===== src/inc/sial_defines.vh =====
// register map, reset values and function codes of the servo io allocation block
`ifndef SIAL_DEFINES_VH
`define SIAL_DEFINES_VH

// ****************************************
// register byte offsets
// ****************************************
`define SIAL_OFF_IN_MAP_A   8'h00
`define SIAL_OFF_IN_MAP_B   8'h04
`define SIAL_OFF_OUT_MAP    8'h08
`define SIAL_OFF_POLARITY   8'h0C
`define SIAL_OFF_FWD_INT    8'h10
`define SIAL_OFF_REV_INT    8'h14
`define SIAL_OFF_FWD_EXT    8'h18
`define SIAL_OFF_REV_EXT    8'h1C
`define SIAL_OFF_POS_CAP    8'h20
`define SIAL_OFF_NEG_CAP    8'h24
`define SIAL_OFF_MOT_MAX    8'h28
`define SIAL_OFF_CTRL       8'h2C
`define SIAL_OFF_STATUS     8'h30

// ****************************************
// reset values
// ****************************************
`define SIAL_RST_IN_MAP_A   12'h210
`define SIAL_RST_IN_MAP_B   8'h43
`define SIAL_RST_OUT_MAP    24'hF2F1F0
`define SIAL_RST_IN_POL     5'h00
`define SIAL_RST_OUT_POL    3'h0
`define SIAL_RST_INT_PCT    9'h12C
`define SIAL_RST_EXT_PCT    9'h064
`define SIAL_RST_CAP_PCT    9'h15E
`define SIAL_RST_MOT_MAX    9'h15E
`define SIAL_PCT_MAX        9'h15E

// ****************************************
// field positions
// ****************************************
`define SIAL_POL_OUT_LSB    8
`define SIAL_ST_FUNC_LSB    16
`define SIAL_ST_OUT_LSB     27
`define SIAL_ST_TLIM_BIT    30

// ****************************************
// input function codes
// ****************************************
`define SIAL_IN_SERVO_ON    4'h0
`define SIAL_IN_FWD_INH     4'h1
`define SIAL_IN_REV_INH     4'h2
`define SIAL_IN_FWD_CL      4'h3
`define SIAL_IN_REV_CL      4'h4
`define SIAL_IN_GAIN_SW     4'h5
`define SIAL_IN_HOME_REF    4'h6
`define SIAL_IN_REMOTE      4'h7
`define SIAL_IN_PROBE1      4'h8
`define SIAL_IN_PROBE2      4'h9
`define SIAL_IN_FSTOP       4'hA
`define SIAL_IN_FUNCS       11

// ****************************************
// output function codes
// ****************************************
`define SIAL_OUT_TLIM       4'h3
`define SIAL_OUT_RSVD       4'hC

// ****************************************
// bus answers
// ****************************************
`define SIAL_RESP_OKAY      2'h0
`define SIAL_RESP_SLVERR    2'h2
`define SIAL_SEL_NONE       4'hF

`endif


===== src/logic/sial_pin_sync.v =====
// three-stage pin synchroniser with agreement filter
`timescale 1ns/1ps
module sial_pin_sync #(
  parameter W = 5
) (
  input  wire         aclk,     // control clock
  input  wire         aresetn,  // sync reset, active low
  input  wire [W-1:0] pin_in,   // raw connector levels
  output wire [W-1:0] pin_lvl   // accepted levels
);
  reg  [W-1:0] s1_r;
  reg  [W-1:0] s2_r;
  reg  [W-1:0] s3_r;
  reg  [W-1:0] lvl_r;
  wire [W-1:0] lvl_nxt;
  genvar i;

  always @(posedge aclk) begin
    if (!aresetn) begin
      s1_r <= {W{1'b0}};
      s2_r <= {W{1'b0}};
      s3_r <= {W{1'b0}};
      lvl_r <= {W{1'b0}};
    end else begin
      s1_r <= pin_in;
      s2_r <= s1_r;
      s3_r <= s2_r;
      lvl_r <= lvl_nxt;
    end
  end

  // stage one feeds only stage two; a change counts once two and three agree
  generate
    for (i = 0; i < W; i = i + 1) begin : g_bit
      assign lvl_nxt[i] = (s2_r[i] == s3_r[i]) ? s3_r[i] : lvl_r[i];
    end
  endgenerate

  assign pin_lvl = lvl_r;
endmodule


===== src/logic/sial_top.v =====
// servo io allocation and torque limit block with axi4-lite registers
`timescale 1ns/1ps
`include "sial_defines.vh"
module sial_top #(
  parameter TQ_W = 16
) (
  input  wire                   aclk,          // control clock, 100 MHz
  input  wire                   aresetn,       // sync reset, active low
  input  wire [7:0]             s_axi_awaddr,  // write address
  input  wire                   s_axi_awvalid, // write address valid
  output reg                    s_axi_awready, // write address ready
  input  wire [31:0]            s_axi_wdata,   // write data
  input  wire [3:0]             s_axi_wstrb,   // write byte strobes
  input  wire                   s_axi_wvalid,  // write data valid
  output reg                    s_axi_wready,  // write data ready
  output reg  [1:0]             s_axi_bresp,   // write response
  output reg                    s_axi_bvalid,  // write response valid
  input  wire                   s_axi_bready,  // write response ready
  input  wire [7:0]             s_axi_araddr,  // read address
  input  wire                   s_axi_arvalid, // read address valid
  output reg                    s_axi_arready, // read address ready
  output reg  [31:0]            s_axi_rdata,   // read data
  output reg  [1:0]             s_axi_rresp,   // read response
  output reg                    s_axi_rvalid,  // read data valid
  input  wire                   s_axi_rready,  // read data ready
  input  wire [4:0]             io_in_pin,     // connector input positions 1..5
  output reg  [2:0]             io_out_pin,    // connector output groups 1..3
  output reg  [10:0]            in_func,       // decoded input functions by code
  input  wire [13:0]            drv_stat,      // drive status by output code
  input  wire signed [TQ_W-1:0] torque_cmd,    // torque request, percent
  output reg  signed [TQ_W-1:0] torque_out,    // clamped torque, percent
  output reg                    torque_limited // clamp active
);

  // ****************************************
  // helpers
  // ****************************************
  function [3:0] reg_sel;
    input [7:0] a;
    begin
      case (a)
        `SIAL_OFF_IN_MAP_A: reg_sel = 4'h0;
        `SIAL_OFF_IN_MAP_B: reg_sel = 4'h1;
        `SIAL_OFF_OUT_MAP:  reg_sel = 4'h2;
        `SIAL_OFF_POLARITY: reg_sel = 4'h3;
        `SIAL_OFF_FWD_INT:  reg_sel = 4'h4;
        `SIAL_OFF_REV_INT:  reg_sel = 4'h5;
        `SIAL_OFF_FWD_EXT:  reg_sel = 4'h6;
        `SIAL_OFF_REV_EXT:  reg_sel = 4'h7;
        `SIAL_OFF_POS_CAP:  reg_sel = 4'h8;
        `SIAL_OFF_NEG_CAP:  reg_sel = 4'h9;
        `SIAL_OFF_MOT_MAX:  reg_sel = 4'hA;
        `SIAL_OFF_CTRL:     reg_sel = 4'hB;
        `SIAL_OFF_STATUS:   reg_sel = 4'hC;
        default:            reg_sel = `SIAL_SEL_NONE;
      endcase
    end
  endfunction

  function [31:0] wmerge;
    input [31:0] old;
    input [31:0] nw;
    input [3:0]  strb;
    integer k;
    begin
      wmerge = old;
      for (k = 0; k < 4; k = k + 1) begin
        if (strb[k])
          wmerge[k*8 +: 8] = nw[k*8 +: 8];
      end
    end
  endfunction

  // settings above the top of the range are held at the top
  function [8:0] pct_clip;
    input [31:0] v;
    begin
      if (v > {23'h000000, `SIAL_PCT_MAX})
        pct_clip = `SIAL_PCT_MAX;
      else
        pct_clip = v[8:0];
    end
  endfunction

  function [8:0] min9;
    input [8:0] a;
    input [8:0] b;
    begin
      min9 = (a < b) ? a : b;
    end
  endfunction

  // last matching position wins, so position 5 has top priority
  function pick_in;
    input [19:0] codes;
    input [4:0]  act;
    input integer code;
    integer p;
    begin
      pick_in = 1'b0;
      for (p = 0; p < 5; p = p + 1) begin
        if (codes[p*4 +: 4] == code)
          pick_in = act[p];
      end
    end
  endfunction

  // ****************************************
  // configuration registers
  // ****************************************
  reg  [11:0] map_a_r;
  reg  [7:0]  map_b_r;
  reg  [23:0] omap_r;
  reg  [4:0]  in_pol_r;
  reg  [2:0]  out_pol_r;
  reg  [8:0]  fint_r;
  reg  [8:0]  rint_r;
  reg  [8:0]  fext_r;
  reg  [8:0]  rext_r;
  reg  [8:0]  pcap_r;
  reg  [8:0]  ncap_r;
  reg  [8:0]  mmax_r;
  reg         ext_en_r;

  reg  [7:0]  awaddr_r;
  reg  [31:0] wdata_r;
  reg  [3:0]  wstrb_r;
  reg  [31:0] old_w;
  reg  [31:0] rd_w;
  wire [3:0]  wsel;
  wire [3:0]  rsel;
  wire [31:0] new_w;
  wire        wr_go;
  wire        wr_ok;

  wire [4:0]  pin_lvl;
  wire [4:0]  pin_act;
  wire [10:0] func_nxt;
  wire [15:0] ostat;
  wire [2:0]  out_nxt;
  reg  [8:0]  fwd_sel;
  reg  [8:0]  rev_sel;
  wire [8:0]  fwd_lim;
  wire [8:0]  rev_lim;
  wire signed [TQ_W-1:0] f_bound;
  wire signed [TQ_W-1:0] r_bound;
  reg  signed [TQ_W-1:0] tq_nxt;
  reg         tlim_nxt;

  assign wsel  = reg_sel(awaddr_r);
  assign rsel  = reg_sel(s_axi_araddr);
  assign wr_go = !s_axi_awready && !s_axi_wready && !s_axi_bvalid;
  assign wr_ok = wr_go && (wsel != `SIAL_SEL_NONE) && (wsel != 4'hC);
  assign new_w = wmerge(old_w, wdata_r, wstrb_r);

  always @* begin
    case (wsel)
      4'h0:    old_w = {20'h00000, map_a_r};
      4'h1:    old_w = {24'h000000, map_b_r};
      4'h2:    old_w = {8'h00, omap_r};
      4'h3:    old_w = {21'h000000, out_pol_r, 3'h0, in_pol_r};
      4'h4:    old_w = {23'h000000, fint_r};
      4'h5:    old_w = {23'h000000, rint_r};
      4'h6:    old_w = {23'h000000, fext_r};
      4'h7:    old_w = {23'h000000, rext_r};
      4'h8:    old_w = {23'h000000, pcap_r};
      4'h9:    old_w = {23'h000000, ncap_r};
      4'hA:    old_w = {23'h000000, mmax_r};
      4'hB:    old_w = {31'h00000000, ext_en_r};
      default: old_w = 32'h00000000;
    endcase
  end

  // settings take effect on the edge after the write is accepted
  always @(posedge aclk) begin
    if (!aresetn) begin
      map_a_r   <= `SIAL_RST_IN_MAP_A;
      map_b_r   <= `SIAL_RST_IN_MAP_B;
      omap_r    <= `SIAL_RST_OUT_MAP;
      in_pol_r  <= `SIAL_RST_IN_POL;
      out_pol_r <= `SIAL_RST_OUT_POL;
      fint_r    <= `SIAL_RST_INT_PCT;
      rint_r    <= `SIAL_RST_INT_PCT;
      fext_r    <= `SIAL_RST_EXT_PCT;
      rext_r    <= `SIAL_RST_EXT_PCT;
      pcap_r    <= `SIAL_RST_CAP_PCT;
      ncap_r    <= `SIAL_RST_CAP_PCT;
      mmax_r    <= `SIAL_RST_MOT_MAX;
      ext_en_r  <= 1'b0;
    end else if (wr_ok) begin
      case (wsel)
        4'h0: map_a_r <= new_w[11:0];
        4'h1: map_b_r <= new_w[7:0];
        4'h2: omap_r  <= new_w[23:0];
        4'h3: begin
          in_pol_r  <= new_w[4:0];
          out_pol_r <= new_w[`SIAL_POL_OUT_LSB +: 3];
        end
        4'h4: fint_r  <= pct_clip(new_w);
        4'h5: rint_r  <= pct_clip(new_w);
        4'h6: fext_r  <= pct_clip(new_w);
        4'h7: rext_r  <= pct_clip(new_w);
        4'h8: pcap_r  <= pct_clip(new_w);
        4'h9: ncap_r  <= pct_clip(new_w);
        4'hA: mmax_r  <= pct_clip(new_w);
        4'hB: ext_en_r <= new_w[0];
        default: ext_en_r <= ext_en_r;
      endcase
    end
  end

  // ****************************************
  // axi4-lite write channel
  // ****************************************
  // address and data are taken in either order; one write in flight
  always @(posedge aclk) begin
    if (!aresetn) begin
      s_axi_awready <= 1'b1;
      s_axi_wready  <= 1'b1;
      s_axi_bvalid  <= 1'b0;
      s_axi_bresp   <= `SIAL_RESP_OKAY;
      awaddr_r      <= 8'h00;
      wdata_r       <= 32'h00000000;
      wstrb_r       <= 4'h0;
    end else begin
      if (s_axi_awvalid && s_axi_awready) begin
        awaddr_r      <= s_axi_awaddr;
        s_axi_awready <= 1'b0;
      end
      if (s_axi_wvalid && s_axi_wready) begin
        wdata_r      <= s_axi_wdata;
        wstrb_r      <= s_axi_wstrb;
        s_axi_wready <= 1'b0;
      end
      if (wr_go) begin
        s_axi_bvalid <= 1'b1;
        s_axi_bresp  <= wr_ok ? `SIAL_RESP_OKAY : `SIAL_RESP_SLVERR;
      end
      if (s_axi_bvalid && s_axi_bready) begin
        s_axi_bvalid  <= 1'b0;
        s_axi_awready <= 1'b1;
        s_axi_wready  <= 1'b1;
      end
    end
  end

  // ****************************************
  // axi4-lite read channel
  // ****************************************
  always @* begin
    case (rsel)
      4'hC: begin
        rd_w = 32'h00000000;
        rd_w[4:0] = pin_lvl;
        rd_w[`SIAL_ST_FUNC_LSB +: 11] = in_func;
        rd_w[`SIAL_ST_OUT_LSB +: 3] = io_out_pin;
        rd_w[`SIAL_ST_TLIM_BIT] = torque_limited;
      end
      4'h0:    rd_w = {20'h00000, map_a_r};
      4'h1:    rd_w = {24'h000000, map_b_r};
      4'h2:    rd_w = {8'h00, omap_r};
      4'h3:    rd_w = {21'h000000, out_pol_r, 3'h0, in_pol_r};
      4'h4:    rd_w = {23'h000000, fint_r};
      4'h5:    rd_w = {23'h000000, rint_r};
      4'h6:    rd_w = {23'h000000, fext_r};
      4'h7:    rd_w = {23'h000000, rext_r};
      4'h8:    rd_w = {23'h000000, pcap_r};
      4'h9:    rd_w = {23'h000000, ncap_r};
      4'hA:    rd_w = {23'h000000, mmax_r};
      4'hB:    rd_w = {31'h00000000, ext_en_r};
      default: rd_w = 32'h00000000;
    endcase
  end

  always @(posedge aclk) begin
    if (!aresetn) begin
      s_axi_arready <= 1'b1;
      s_axi_rvalid  <= 1'b0;
      s_axi_rdata   <= 32'h00000000;
      s_axi_rresp   <= `SIAL_RESP_OKAY;
    end else if (s_axi_arvalid && s_axi_arready) begin
      s_axi_arready <= 1'b0;
      s_axi_rvalid  <= 1'b1;
      s_axi_rdata   <= rd_w;
      s_axi_rresp   <= (rsel == `SIAL_SEL_NONE) ? `SIAL_RESP_SLVERR : `SIAL_RESP_OKAY;
    end else if (s_axi_rvalid && s_axi_rready) begin
      s_axi_arready <= 1'b1;
      s_axi_rvalid  <= 1'b0;
    end
  end

  // ****************************************
  // input allocation
  // ****************************************
  sial_pin_sync #(
    .W (5)
  ) u_pin_sync (
    .aclk    (aclk),
    .aresetn (aresetn),
    .pin_in  (io_in_pin),
    .pin_lvl (pin_lvl)
  );

  // polarity is applied per pin before any sharing or priority
  assign pin_act = pin_lvl ^ in_pol_r;

  // every function scans all positions on its own, so one function may sit on many pins
  genvar f;
  generate
    for (f = 0; f < `SIAL_IN_FUNCS; f = f + 1) begin : g_in
      assign func_nxt[f] = pick_in({map_b_r, map_a_r}, pin_act, f);
    end
  endgenerate

  always @(posedge aclk) begin
    if (!aresetn)
      in_func <= 11'h000;
    else
      in_func <= func_nxt;
  end

  // ****************************************
  // output allocation
  // ****************************************
  // reserved and undefined codes index a constant zero
  assign ostat = {2'b00, drv_stat[13], 1'b0, drv_stat[11:10], 1'b0,
                  drv_stat[8:4], torque_limited, drv_stat[2:0]};

  genvar g;
  generate
    for (g = 0; g < 3; g = g + 1) begin : g_out
      assign out_nxt[g] = (ostat[omap_r[g*8 +: 4]] | ostat[omap_r[g*8+4 +: 4]])
                          ^ out_pol_r[g];
    end
  endgenerate

  always @(posedge aclk) begin
    if (!aresetn)
      io_out_pin <= 3'h0;
    else
      io_out_pin <= out_nxt;
  end

  // ****************************************
  // torque limiting
  // ****************************************
  // host keeps external inputs low unless the machine needs them
  always @* begin
    if (ext_en_r) begin
      fwd_sel = in_func[`SIAL_IN_FWD_CL] ? min9(fint_r, fext_r) : fext_r;
      rev_sel = in_func[`SIAL_IN_REV_CL] ? min9(rint_r, rext_r) : rext_r;
    end else begin
      fwd_sel = fint_r;
      rev_sel = rint_r;
    end
  end

  assign fwd_lim = min9(min9(fwd_sel, pcap_r), mmax_r);
  assign rev_lim = min9(min9(rev_sel, ncap_r), mmax_r);
  assign f_bound = $signed({{(TQ_W-9){1'b0}}, fwd_lim});
  assign r_bound = -$signed({{(TQ_W-9){1'b0}}, rev_lim});

  always @* begin
    tq_nxt   = torque_cmd;
    tlim_nxt = 1'b0;
    if (torque_cmd > f_bound) begin
      tq_nxt   = f_bound;
      tlim_nxt = 1'b1;
    end else if (torque_cmd < r_bound) begin
      tq_nxt   = r_bound;
      tlim_nxt = 1'b1;
    end
  end

  always @(posedge aclk) begin
    if (!aresetn) begin
      torque_out     <= {TQ_W{1'b0}};
      torque_limited <= 1'b0;
    end else begin
      torque_out     <= tq_nxt;
      torque_limited <= tlim_nxt;
    end
  end

endmodule


===== config.mk =====
export PLATFORM = sky130hd
export DESIGN_NAME = sial_top
export DESIGN_NICKNAME = d
export VERILOG_FILES = /design/src/logic/sial_pin_sync.v /design/src/logic/sial_top.v
export VERILOG_INCLUDE_DIRS = /design/src /design/src/inc
export SDC_FILE = /design/constraint.sdc
export NUM_CORES = 1
export LEC_CHECK = 0
export BUFFER_PORTS_ARGS = -buffer_cell sky130_fd_sc_hd__buf_2
export CORE_MARGIN = 2
export CORE_UTILIZATION = 25
export DETAILED_ROUTE_END_ITERATION = 12
export PLACE_DENSITY_LB_ADDON = 0.08
export SLEW_MARGIN = 40
export SYNTH_ARGS = -nofsm -noshare
export SYNTH_HDL_FRONTEND = slang
export SYNTH_SLANG_ARGS = --single-unit

===== constraint.sdc =====
create_clock -name aclk -period 7.8 [get_ports aclk]
set_input_delay 1.56 -clock aclk [delete_from_list [all_inputs] [get_ports aclk]]
set_output_delay 1.56 -clock aclk [all_outputs]
set_load 0.005 [all_outputs]

# [Word level (Yosys, flattened, before mapping)]
# Memories as Yosys holds them, arrays and structs flattened. A register that Yosys moved wholly into a read port is not among the register bits.
# Index checks and enable logic that the tools add are counted.
[classes] add_sub_neg=1 magnitude_cmp=15 eq_ne=81 n_mux=98 bitwise=8 n_reduce_logical=36
[op_table] operator="$pmux 31 s13" n=1
[op_table] operator="$pmux 24 s12" n=1
[op_table] operator="$eq 4x3->1 const B" n=28
[op_table] operator="$mux 9" n=12
[op_table] operator="$eq 4x4->1 const B" n=25
[op_table] operator="$mux 1" n=67
[op_table] operator="$eq 4x2->1 const B" n=14
[op_table] operator="$lt 9x9->1" n=6
[op_table] operator="$gt 32x9->1 const B" n=1
[op_table] operator="$mux 8" n=4
[op_table] operator="$lt 4x5->1 const B" n=6
[op_table] operator="$eq 4x1->1 const B" n=7
[op_table] operator="$logic_not 4->1" n=7
[op_table] operator="$bmux 1 s4" n=6
[op_table] operator="$reduce_and 2->1" n=12
[op_table] operator="$gt 16x10->1" n=1
[op_table] operator="$lt 16x16->1" n=1
[op_table] operator="$mux 16" n=1
[op_table] operator="$neg 9->16" n=1
[op_table] operator="$mux 6" n=2
[op_table] operator="$logic_and 1x1->1" n=9
[op_table] operator="$mux 4" n=2
[op_table] operator="$ne 4x4->1 const B" n=2
[op_table] operator="$eq 1x1->1" n=5
[op_table] operator="other kinds (9)" n=18
[totals] register_bits=252 mem_bits_ro=512 output_inout_bits=72 wordCells=278 memories=2
[memory_table] memory="(name not given)" words=64 word_bits=4 read_ports=1 rd_clocked_by_memory_dff=0 write_ports=0 line="sial_top.v:41" rtl="case (a)"
[memory_table] memory="(name not given)" words=64 word_bits=4 read_ports=1 rd_clocked_by_memory_dff=1 write_ports=0 line="sial_top.v:41"

# [Logic depth before layout (Yosys ltp)]
# Gate-level depths: netlist of the first run.
[depth] ltp_word=12 ltp_mapped=43 mapped_depth_nobuf=40

# [Hierarchy]
# Synthesis of the first run repeated with hierarchy kept, for this count alone.
[unflattened] hier_cells=1888 hier_area_um2=15364.7
[by_module_without_submodules] module="sial_top" instances=1 cells_per_inst=1836 area_each_um2=14757.9 seq_area_each_um2=4664.5
[by_module_without_submodules] module="sial_pin_sync" instances=1 cells_per_inst=52 area_each_um2=606.8 seq_area_each_um2=400.4

# [Worst setup path before layout of the first run]
# OpenSTA, ideal clock, no wires.
[synth_timing] path_kind="register to register" from="register rext_r[6]" to="register torque_out[6]" t_arrival_ns=8.393 required_ns=7.664 slack_ns=-0.729 stages_incl_launch_ff=42 n_path_buf=4 period_less_slack_ns=8.529 path_cell_list="dfxtp_1 -> inv_1 -> ha_1 -> a21oi_1 -> o22ai_1 -> a21o_1 -> o21ai_2 -> buf_2 -> mux2_2 -> ha_1 -> a21oi_1 -> o21a_1 -> o2111ai_1 -> a311oi_2 -> a21o_1 -> buf_6 -> mux2_2 -> ha_1 -> (+6 left out) -> nor2_1 -> a21oi_1 -> ha_1 -> inv_1 -> nor4_1 -> inv_1 -> o2bb2ai_1 -> ha_1 -> a21o_1 -> a21oi_1 -> o21ai_0 -> nor4_1 -> a31oi_2 -> a21oi_1 -> buf_2 -> mux2_2 -> a31oi_1 -> o22ai_1"
[synth_between] elab_chain_len=12
[synth_lines] item="from (decl)" line="sial_top.v:119" rtl="reg [8:0] rext_r;"
[synth_lines] item="from (signal assigned)" line="sial_top.v:185" rtl="rext_r <= `SIAL_RST_EXT_PCT;"
[synth_lines] item="from (signal assigned)" line="sial_top.v:202" rtl="4'h7: rext_r <= pct_clip(new_w);"
[synth_lines] item="$lt 9x9->1" line="sial_top.v:89" rtl="min9 = (a < b) ? a : b;"
[synth_lines] item="$mux 9" line="sial_top.v:89"
[synth_lines] item="$mux 9 (*)" line="sial_top.v:351" rtl="rev_sel = in_func[`SIAL_IN_REV_CL] ? min9(rint_r, rext_r) : rext_r;"
[synth_lines] item="$mux 9 (*)" line="sial_top.v:349" rtl="if (ext_en_r) begin"
[synth_lines] item="$lt 9x9->1" line="sial_top.v:89"
[synth_lines] item="$mux 9 (*)" line="sial_top.v:89"
[synth_lines] item="$lt 9x9->1" line="sial_top.v:89"
[synth_lines] item="$mux 9 (*)" line="sial_top.v:89"
[synth_lines] item="$neg 9->16 (*)" line="sial_top.v:361" rtl="assign r_bound = -$signed({{(TQ_W-9){1'b0}}, rev_lim});"
[synth_lines] item="$lt 16x16->1" line="sial_top.v:369" rtl="end else if (torque_cmd < r_bound) begin"
[synth_lines] item="$mux 16 (*)" line="sial_top.v:369"
[synth_lines] item="$mux 9 (*)" line="sial_top.v:366" rtl="if (torque_cmd > f_bound) begin"
[synth_lines] item="to (signal assigned)" line="sial_top.v:377" rtl="torque_out <= {TQ_W{1'b0}};"
[synth_lines] item="to (signal assigned)" line="sial_top.v:380" rtl="torque_out <= tq_nxt;"
[synth_lines] item="to (decl)" line="sial_top.v:31" rtl="output reg signed [TQ_W-1:0] torque_out,"
# Mark *: on every way between the ends. The rest lies on a longest branch, timed or not.
# A chain may end at the register's enable or synchronous reset.

# [Worst setup path after layout of the first run]
[layout_timing] from="register rint_r[6]" to="register torque_out[6]"
[layout_between] elab_chain_len=12
[layout_lines] item="from (decl)" line="sial_top.v:117" rtl="reg [8:0] rint_r;"
[layout_lines] item="from (signal assigned)" line="sial_top.v:183" rtl="rint_r <= `SIAL_RST_INT_PCT;"
[layout_lines] item="from (signal assigned)" line="sial_top.v:200" rtl="4'h5: rint_r <= pct_clip(new_w);"
[layout_lines] item="$lt 9x9->1" line="sial_top.v:89"
[layout_lines] item="$mux 9" line="sial_top.v:89"
[layout_lines] item="$mux 9" line="sial_top.v:351"
[layout_lines] item="$mux 9 (*)" line="sial_top.v:349"
[layout_lines] item="$lt 9x9->1" line="sial_top.v:89"
[layout_lines] item="$mux 9 (*)" line="sial_top.v:89"
[layout_lines] item="$lt 9x9->1" line="sial_top.v:89"
[layout_lines] item="$mux 9 (*)" line="sial_top.v:89"
[layout_lines] item="$neg 9->16 (*)" line="sial_top.v:361"
[layout_lines] item="$lt 16x16->1" line="sial_top.v:369"
[layout_lines] item="$mux 16 (*)" line="sial_top.v:369"
[layout_lines] item="$mux 9 (*)" line="sial_top.v:366"
# Marked as above.

==> results.toml, run 1 <==
[setup_path]
crit_type = "reg2reg"
startpoint_type = "flop"
slowest_delay_ns = 0.39
critical-path-top-cell-by-count = "buf_6"
path_max_fanout = 5
critPathSlowestCell = "dfxtp_1"
endpoint_kind = "flop"
arrival_ns = 8.22
cp_data_required_time_ns = 8.23

[power]
vdd_drop_max_uv = 121.3
leakagePower_uw = 0.008007
powerDensity_mw_per_mm2 = 176.5

[drt]
drt_iter0_drc = 1021
drt-total-wl_um = 64710
avgRoutedWirePerCell_um = 22.20
firstDrtPassIters = 6
vias = 15360
viasPerCell = 5.270
ant_nets = 0
drc_errors = 0

[logic_synthesis]
ys_ff_latch = 253
synth_ff_type = "dfxtp_1"
synth-warning-count = 0
synthTopCellsByArea = "dfxtp_1 (33%), nand2_1 (6.3%), ha_1 (6.0%), a21oi_1 (4.2%), nor2_1 (4.1%)"
yosysUniqueCellTypes = 84
synth_area_leader_cell = "dfxtp_1"
ys_seq_area_share_pct = 33.18
synth_top_cell_area_share_pct = 33.18
synth_cells = 1859
avgSynthCellArea_um2 = 8.211
yosys.cell_count.top_type = "nand2_1"
synth_edf_count = 0
synth_common_cells = "nand2_1 (255), dfxtp_1 (253), nor2_1 (165), a21oi_1 (129), clkbuf_1 (103)"
synth_async_sr_flop_share_pct = 0
syn_area_mm2 = 0.01526

[job]
drv_cap = 0

[clock_network]
hold_buffers = 0
cts-htree-levels = 2
clockBufferDepth = 3
clock_latency_ns = 0.56
root_buffer = "clkbuf_16"
cts.clk_slew.worst_paths_ns = 0.06
cts_tree = "done"
numCtsBuffers = 35
cts.sinks = 253

[placed_design]
placed_area_mm2 = 0.01790
io_buffers = 159
place_congestion = 0.8655
dp_hpwl_um = 48510

[die]
die_area_mm2 = 0.06305
start_util_pct = 25.29
coreArea_mm2 = 0.06036
die_height_um = 251.1
die_x_um = 251.1
placementRows = 90
ioPinCount = 166

[final_layout]
drive_gt1_share_pct = 28.31
fin_nets = 2276
nFillCells = 6368
post-route-util_pct = 32.62
final_area_mm2 = 0.01969
syn_to_final_growth_pct = 29.01

[timing]
setup_viol = 0
hold_violations = 0
setup_tns_ns = 0
fmax_ghz = 0.1283
slew_headroom_pct = 43.88
rsz0062_at_grt = "yes"
drv_slew = 0
fin_crit_ns = 7.794
tightest_slew_ns = 0.8372
fin_crit_sh_pct = 99.92
hold_ws_ns = 0.4343
finClkSkew_ns = 0.02005

[global_route]
use_met1_pct = 27.35
track_usage_pct = 19.89
grt-ovfl-total = 0
busiest_layer = "met2"
grt_max_degree = 93
antenna_found_initial = 3
grt_pass1_wl_um = 94980
grtUsageMet3_pct = 3.717
grt_pass1_vias = 14640
grt_use_met2_pct = 30.95

[outcome]
status = "completed"

[min_path]
hold_class = "reg2reg"
[power by group]
| group | switching [uW] | total (uW) | internal, uW | leakage (uW) |
|---|---|---|---|---|
| Combinational | 390 | 591 | 201 | 0.00542 |
| Clock | 643 | 1520 | 879 | 0.000525 |
| Sequential | 33.8 | 1360 | 1330 | 0.00206 |
| Total | 1070 | 3470 | 2410 | 0.00801 |
[flip-flops by register name (all words and copies together), names as in the netlist, 4 cells and up, named ones only]
signal              cells
wdata_r                32
s_axi_rdata            31
omap_r                 24
torque_out             16
map_a_r                12
in_func                11
fext_r                  9
fint_r                  9
mmax_r                  9
ncap_r                  9
pcap_r                  9
rext_r                  9
rint_r                  9
awaddr_r                8
map_b_r                 8
in_pol_r                5
u_pin_sync.pin_lvl      5
u_pin_sync.s1_r         5
u_pin_sync.s2_r         5
u_pin_sync.s3_r         5
wstrb_r                 4
[path summary, 6_finish.rpt]
path	slack (ns)	endpoint	startpoint	cells after the start
hold / removal	0.43	u_pin_sync.s2_r[4]$_SDFF_PN0_	u_pin_sync.s1_r[4]$_SDFF_PN0_	1
setup / recovery	0.006	torque_out[6]$_SDFF_PN0_	rint_r[6]$_SDFFE_PN0P_	36
hold reg to reg	0.43	u_pin_sync.s2_r[4]$_SDFF_PN0_	u_pin_sync.s1_r[4]$_SDFF_PN0_	1
setup reg to reg	0.006	torque_out[6]$_SDFF_PN0_	rint_r[6]$_SDFFE_PN0P_	36
[layout make-up]
| class | count | area [um^2] | area share, % |
|---|---|---|---|
| multi-input cells | 1413 | 10050 | 51.05 |
| repair buffers | 342 | 2258 | 11.47 |
| inverters | 64 | 245.2 | 1.245 |
| clock inverters | 13 | 113.9 | 0.5782 |
| flip-flops and latches | 253 | 5075 | 25.77 |
| clock buffers | 45 | 963.4 | 4.893 |
| diodes | 2 | 5.005 | 0.02542 |
| well taps | 782 | 978.4 | 4.969 |
[what timing repair did]
item / in CTS / in global routing
pin swaps: 11 / 30
setup buffers: 6 / 19
resized for setup: 21 / 89
endpoints found under the setup margin: 16 / 17
[per-layer routing]
layer | up-vias | part of all wire, % | wire length (um)
met5 | - | 0 | 0
met4 | 0 | 3.4 | 2189
met3 | 114 | 6.1 | 3917
met2 | 489 | 45 | 28870
met1 | 7406 | 46 | 29730
li1 | 7347 | - | -
[through the flow]
stage,setup WS (ns),power [uW],std cells
finish,0.006248,3475,2914
global route,-0.3357,3624,2914
CTS,-0.0009939,3508,2893
detailed placement,-0.5758,1947,2829
global placement,-0.4993,1932,2826
floorplan,0.0008109,1687,1861
[worst max-delay path, delay by kind of cell (launching register included)]
kind,cells,cell delay [ns]
compound gates,20,3.77
fa+ha+maj,4,1.08
mux,3,1.00
buf+inv,7,0.90
flops,1,0.39
simple gates,1,0.33
xor+xnor,1,0.22
[cells by family (layout without fill, tap and decap cells)]
logic type,Yosys count,count (layout),share of synthesized area (%)
AO/OA/AOI/OAI,488,488,21.78
XOR/XNOR,15,15,0.8607
adder cells (fa/ha/maj),73,73,5.984
buffers and inverters,195,464,5.181
flip-flops,253,253,33.18
multiplexers,139,139,11.92
other,1,5,0.02457
AND/OR/NAND/NOR,695,695,21.07
[cells in the final DEF, fill, tap and decap left out, types with 14 or more instances in the layout]
| cell type | count |
|---|---|
| a211oi_1 | 25 |
| a21o_1 | 20 |
| a21oi_1 | 109 |
| a21oi_2 | 20 |
| a22oi_1 | 25 |
| a31oi_1 | 45 |
| and2_1 | 19 |
| buf_2 | 160 |
| buf_4 | 164 |
| buf_6 | 15 |
| clkbuf_16 | 35 |
| dfxtp_1 | 245 |
| ha_1 | 60 |
| inv_1 | 58 |
| mux2_2 | 39 |
| mux2i_1 | 57 |
| mux4_2 | 27 |
| nand2_1 | 254 |
| nand2b_1 | 27 |
| nand3_1 | 59 |
| nand4_1 | 19 |
| nor2_1 | 153 |
| nor3_1 | 52 |
| nor4_1 | 19 |
| o211ai_1 | 29 |
| o21ai_0 | 58 |
| or3_1 | 14 |
Note: power is estimated with default switching activity, not from simulation.
==> run 2: changes to the inputs <==
--- a/config.mk
+++ b/config.mk
@@ -13,2 +13,3 @@
 export PLACE_DENSITY_LB_ADDON = 0.08
+export SETUP_SLACK_MARGIN = 0.4
 export SLEW_MARGIN = 40
==> constraint.sdc (replaced) <==
create_clock -name aclk -period 7.8 [get_ports aclk]
set_input_delay 1.17 -clock aclk [delete_from_list [all_inputs] [get_ports aclk]]
set_output_delay 1.17 -clock aclk [all_outputs]
set_load 0.005 [all_outputs]
==> results.toml, run 2 (synthesized netlist as in run 1, its figures left out) <==
[final_layout]
syn_to_final_growth_pct = 31.20
regMostFlops = "wdata_r"
largest_register_ff_count = 32
nFillCells = 6421
top_regs = "wdata_r (32), s_axi_rdata (31), omap_r (24)"
mostFrequentLayoutCell = "nand2_1"
fin_nets = 2274
drive_gt1_share_pct = 29.55
mostFrequentLayoutCells = "nand2_1 (253), dfxtp_1 (242), buf_4 (159)"

[placed_design]
io_buffers = 159
pre_cts_slack_ns = -0.3213
dp_hpwl_um = 48630
place_congestion = 0.8707

[clock_network]
cts.clk_slew.worst_paths_ns = 0.06
cts_tree = "done"
clockBufferDepth = 3
root_buffer = "clkbuf_16"
cts.sinks = 253
cts-htree-levels = 2
clock_latency_ns = 0.57
numCtsBuffers = 34
hold_buffers = 0

[die]
die_x_um = 251.1
start_util_pct = 25.29
die_height_um = 251.1
coreArea_mm2 = 0.06036
placementRows = 90
ioPinCount = 166
die_area_mm2 = 0.06305

[timing]
hold_violations = 0
hold_ws_ns = 0.4321
drv_slew = 0
rsz0062_at_grt = "yes"
setup_viol = 0
finClkSkew_ns = 0.03248
fin_ws_ns = 0.0007603
slew_headroom_pct = 44.47
tightest_slew_ns = 0.8329
fmax_ghz = 0.1282
fin_crit_ns = 7.799
fin_crit_sh_pct = 99.99

[drt]
drt_iter0_drc = 1035
drc_errors = 0
avgRoutedWirePerCell_um = 22.31
viasPerCell = 5.164
vias = 15060
firstDrtPassIters = 7
drt-total-wl_um = 65050
ant_nets = 0

[global_route]
busiest_layer = "met2"
grt_pass1_wl_um = 95830
grt-ovfl-total = 0
use_met1_pct = 27.91
grt_max_degree = 92
grt_pass1_vias = 14740
grt_use_met2_pct = 31.70
antenna_found_initial = 2
grtUsageMet3_pct = 3.593
track_usage_pct = 20.14

[power]
p_int_uw = 2466
pwr-share-clk_pct = 44.7
power_switching_uw = 1090
leakagePower_uw = 0.008125
switching_share_pct = 30.65
total_power_uw = 3557
vdd_drop_max_uv = 116.3
power_frac_comb_pct = 16.9
power_frac_seq_pct = 38.4
powerDensity_mw_per_mm2 = 177.6

[setup_path]
startpoint_type = "flop"
cp_data_required_time_ns = 8.24
critical-path-top-cell-by-count = "buf_6"
critPathSlowestCell = "dfxtp_1"
endpoint_kind = "flop"
arrival_ns = 8.24
crit_type = "reg2reg"
slowest_delay_ns = 0.38
path_max_fanout = 5

[job]
drv_cap = 0

[min_path]
hold_class = "reg2reg"

[outcome]
status = "completed"
-- run 2: changes by cell type in the layout (fill, tap and decap cells not counted), sizes merged --
cell,previous run,this run
clkinv,8,12
clkinvlp,3,2
buf,342,341
clkbuf,45,46
bufinv,0,1
inv,66,64
-- run 2: power groups by stage --
stage	Sequential (uW)	Combinational (uW)	Clock, uW
final	1370	600	1590
after global routing	1370	640	1680
after CTS	1370	588	1640
after detailed placement	1390	559	0
after global placement	1390	542	0
after floorplan	1370	316	0
-- run 2: worst paths after layout --
path                                                     from                             to  slack (ns)  cells after the start
worst max-delay path                   rint_r[2]$_SDFFE_PN1P_       torque_out[1]$_SDFF_PN0_      0.0008                     41
worst min-delay path            u_pin_sync.s1_r[1]$_SDFF_PN0_  u_pin_sync.s2_r[1]$_SDFF_PN0_        0.43                      1
worst max register to register         rint_r[2]$_SDFFE_PN1P_       torque_out[1]$_SDFF_PN0_      0.0008                     41
worst min register to register  u_pin_sync.s1_r[1]$_SDFF_PN0_  u_pin_sync.s2_r[1]$_SDFF_PN0_        0.43                      1
-- run 2: area by class of cell --
cell class                 instances  area, um^2  share of cell area, %
multi-input combinational       1413       10280                  51.35
sequential                       253        5079                  25.36
timing repair buffer             341        2296                  11.47
clock buffer                      46       985.9                  4.923
tap                              782       978.4                  4.886
inverter                          64       245.2                  1.225
clock inverter                    15       152.6                 0.7623
antenna                            2       5.005                0.02499
-- run 2: what timing repair did --
action | in CTS | in global routing
setup endpoints to repair | 17 | 17
pin swaps | 47 | 33
gates resized for setup | 95 | 39
setup buffers | 24 | 7
-- run 2: per-layer routing --
layer	vias to the layer above	part of all wire, %
met5	-	0.020
met4	2	2.4
met3	74	5.3
met2	404	45
met1	7249	47
li1	7328	-
-- run 2: critical path, delay by kind of cell, from the launching register on --
family / cells / cell delay, ns
AO/OA/AOI/OAI: 20 / 3.20
adder cells (fa/ha/maj): 5 / 1.13
buffers and inverters: 8 / 1.06
AND/OR/NAND/NOR: 5 / 0.98
multiplexers: 3 / 0.93
flip-flops: 1 / 0.38
-- run 2: stage by stage --
stage	util (%)	cells	setup TNS (ns)	cell area, um^2
finish	33.18	2916	0	20030
global route	33.17	2915	-4.102	20020
CTS	32.77	2907	0	19780
detailed placement	29.86	2822	-3.725	18020
global placement	29.68	2820	-3.123	17910
floorplan	-	1861	0	15540
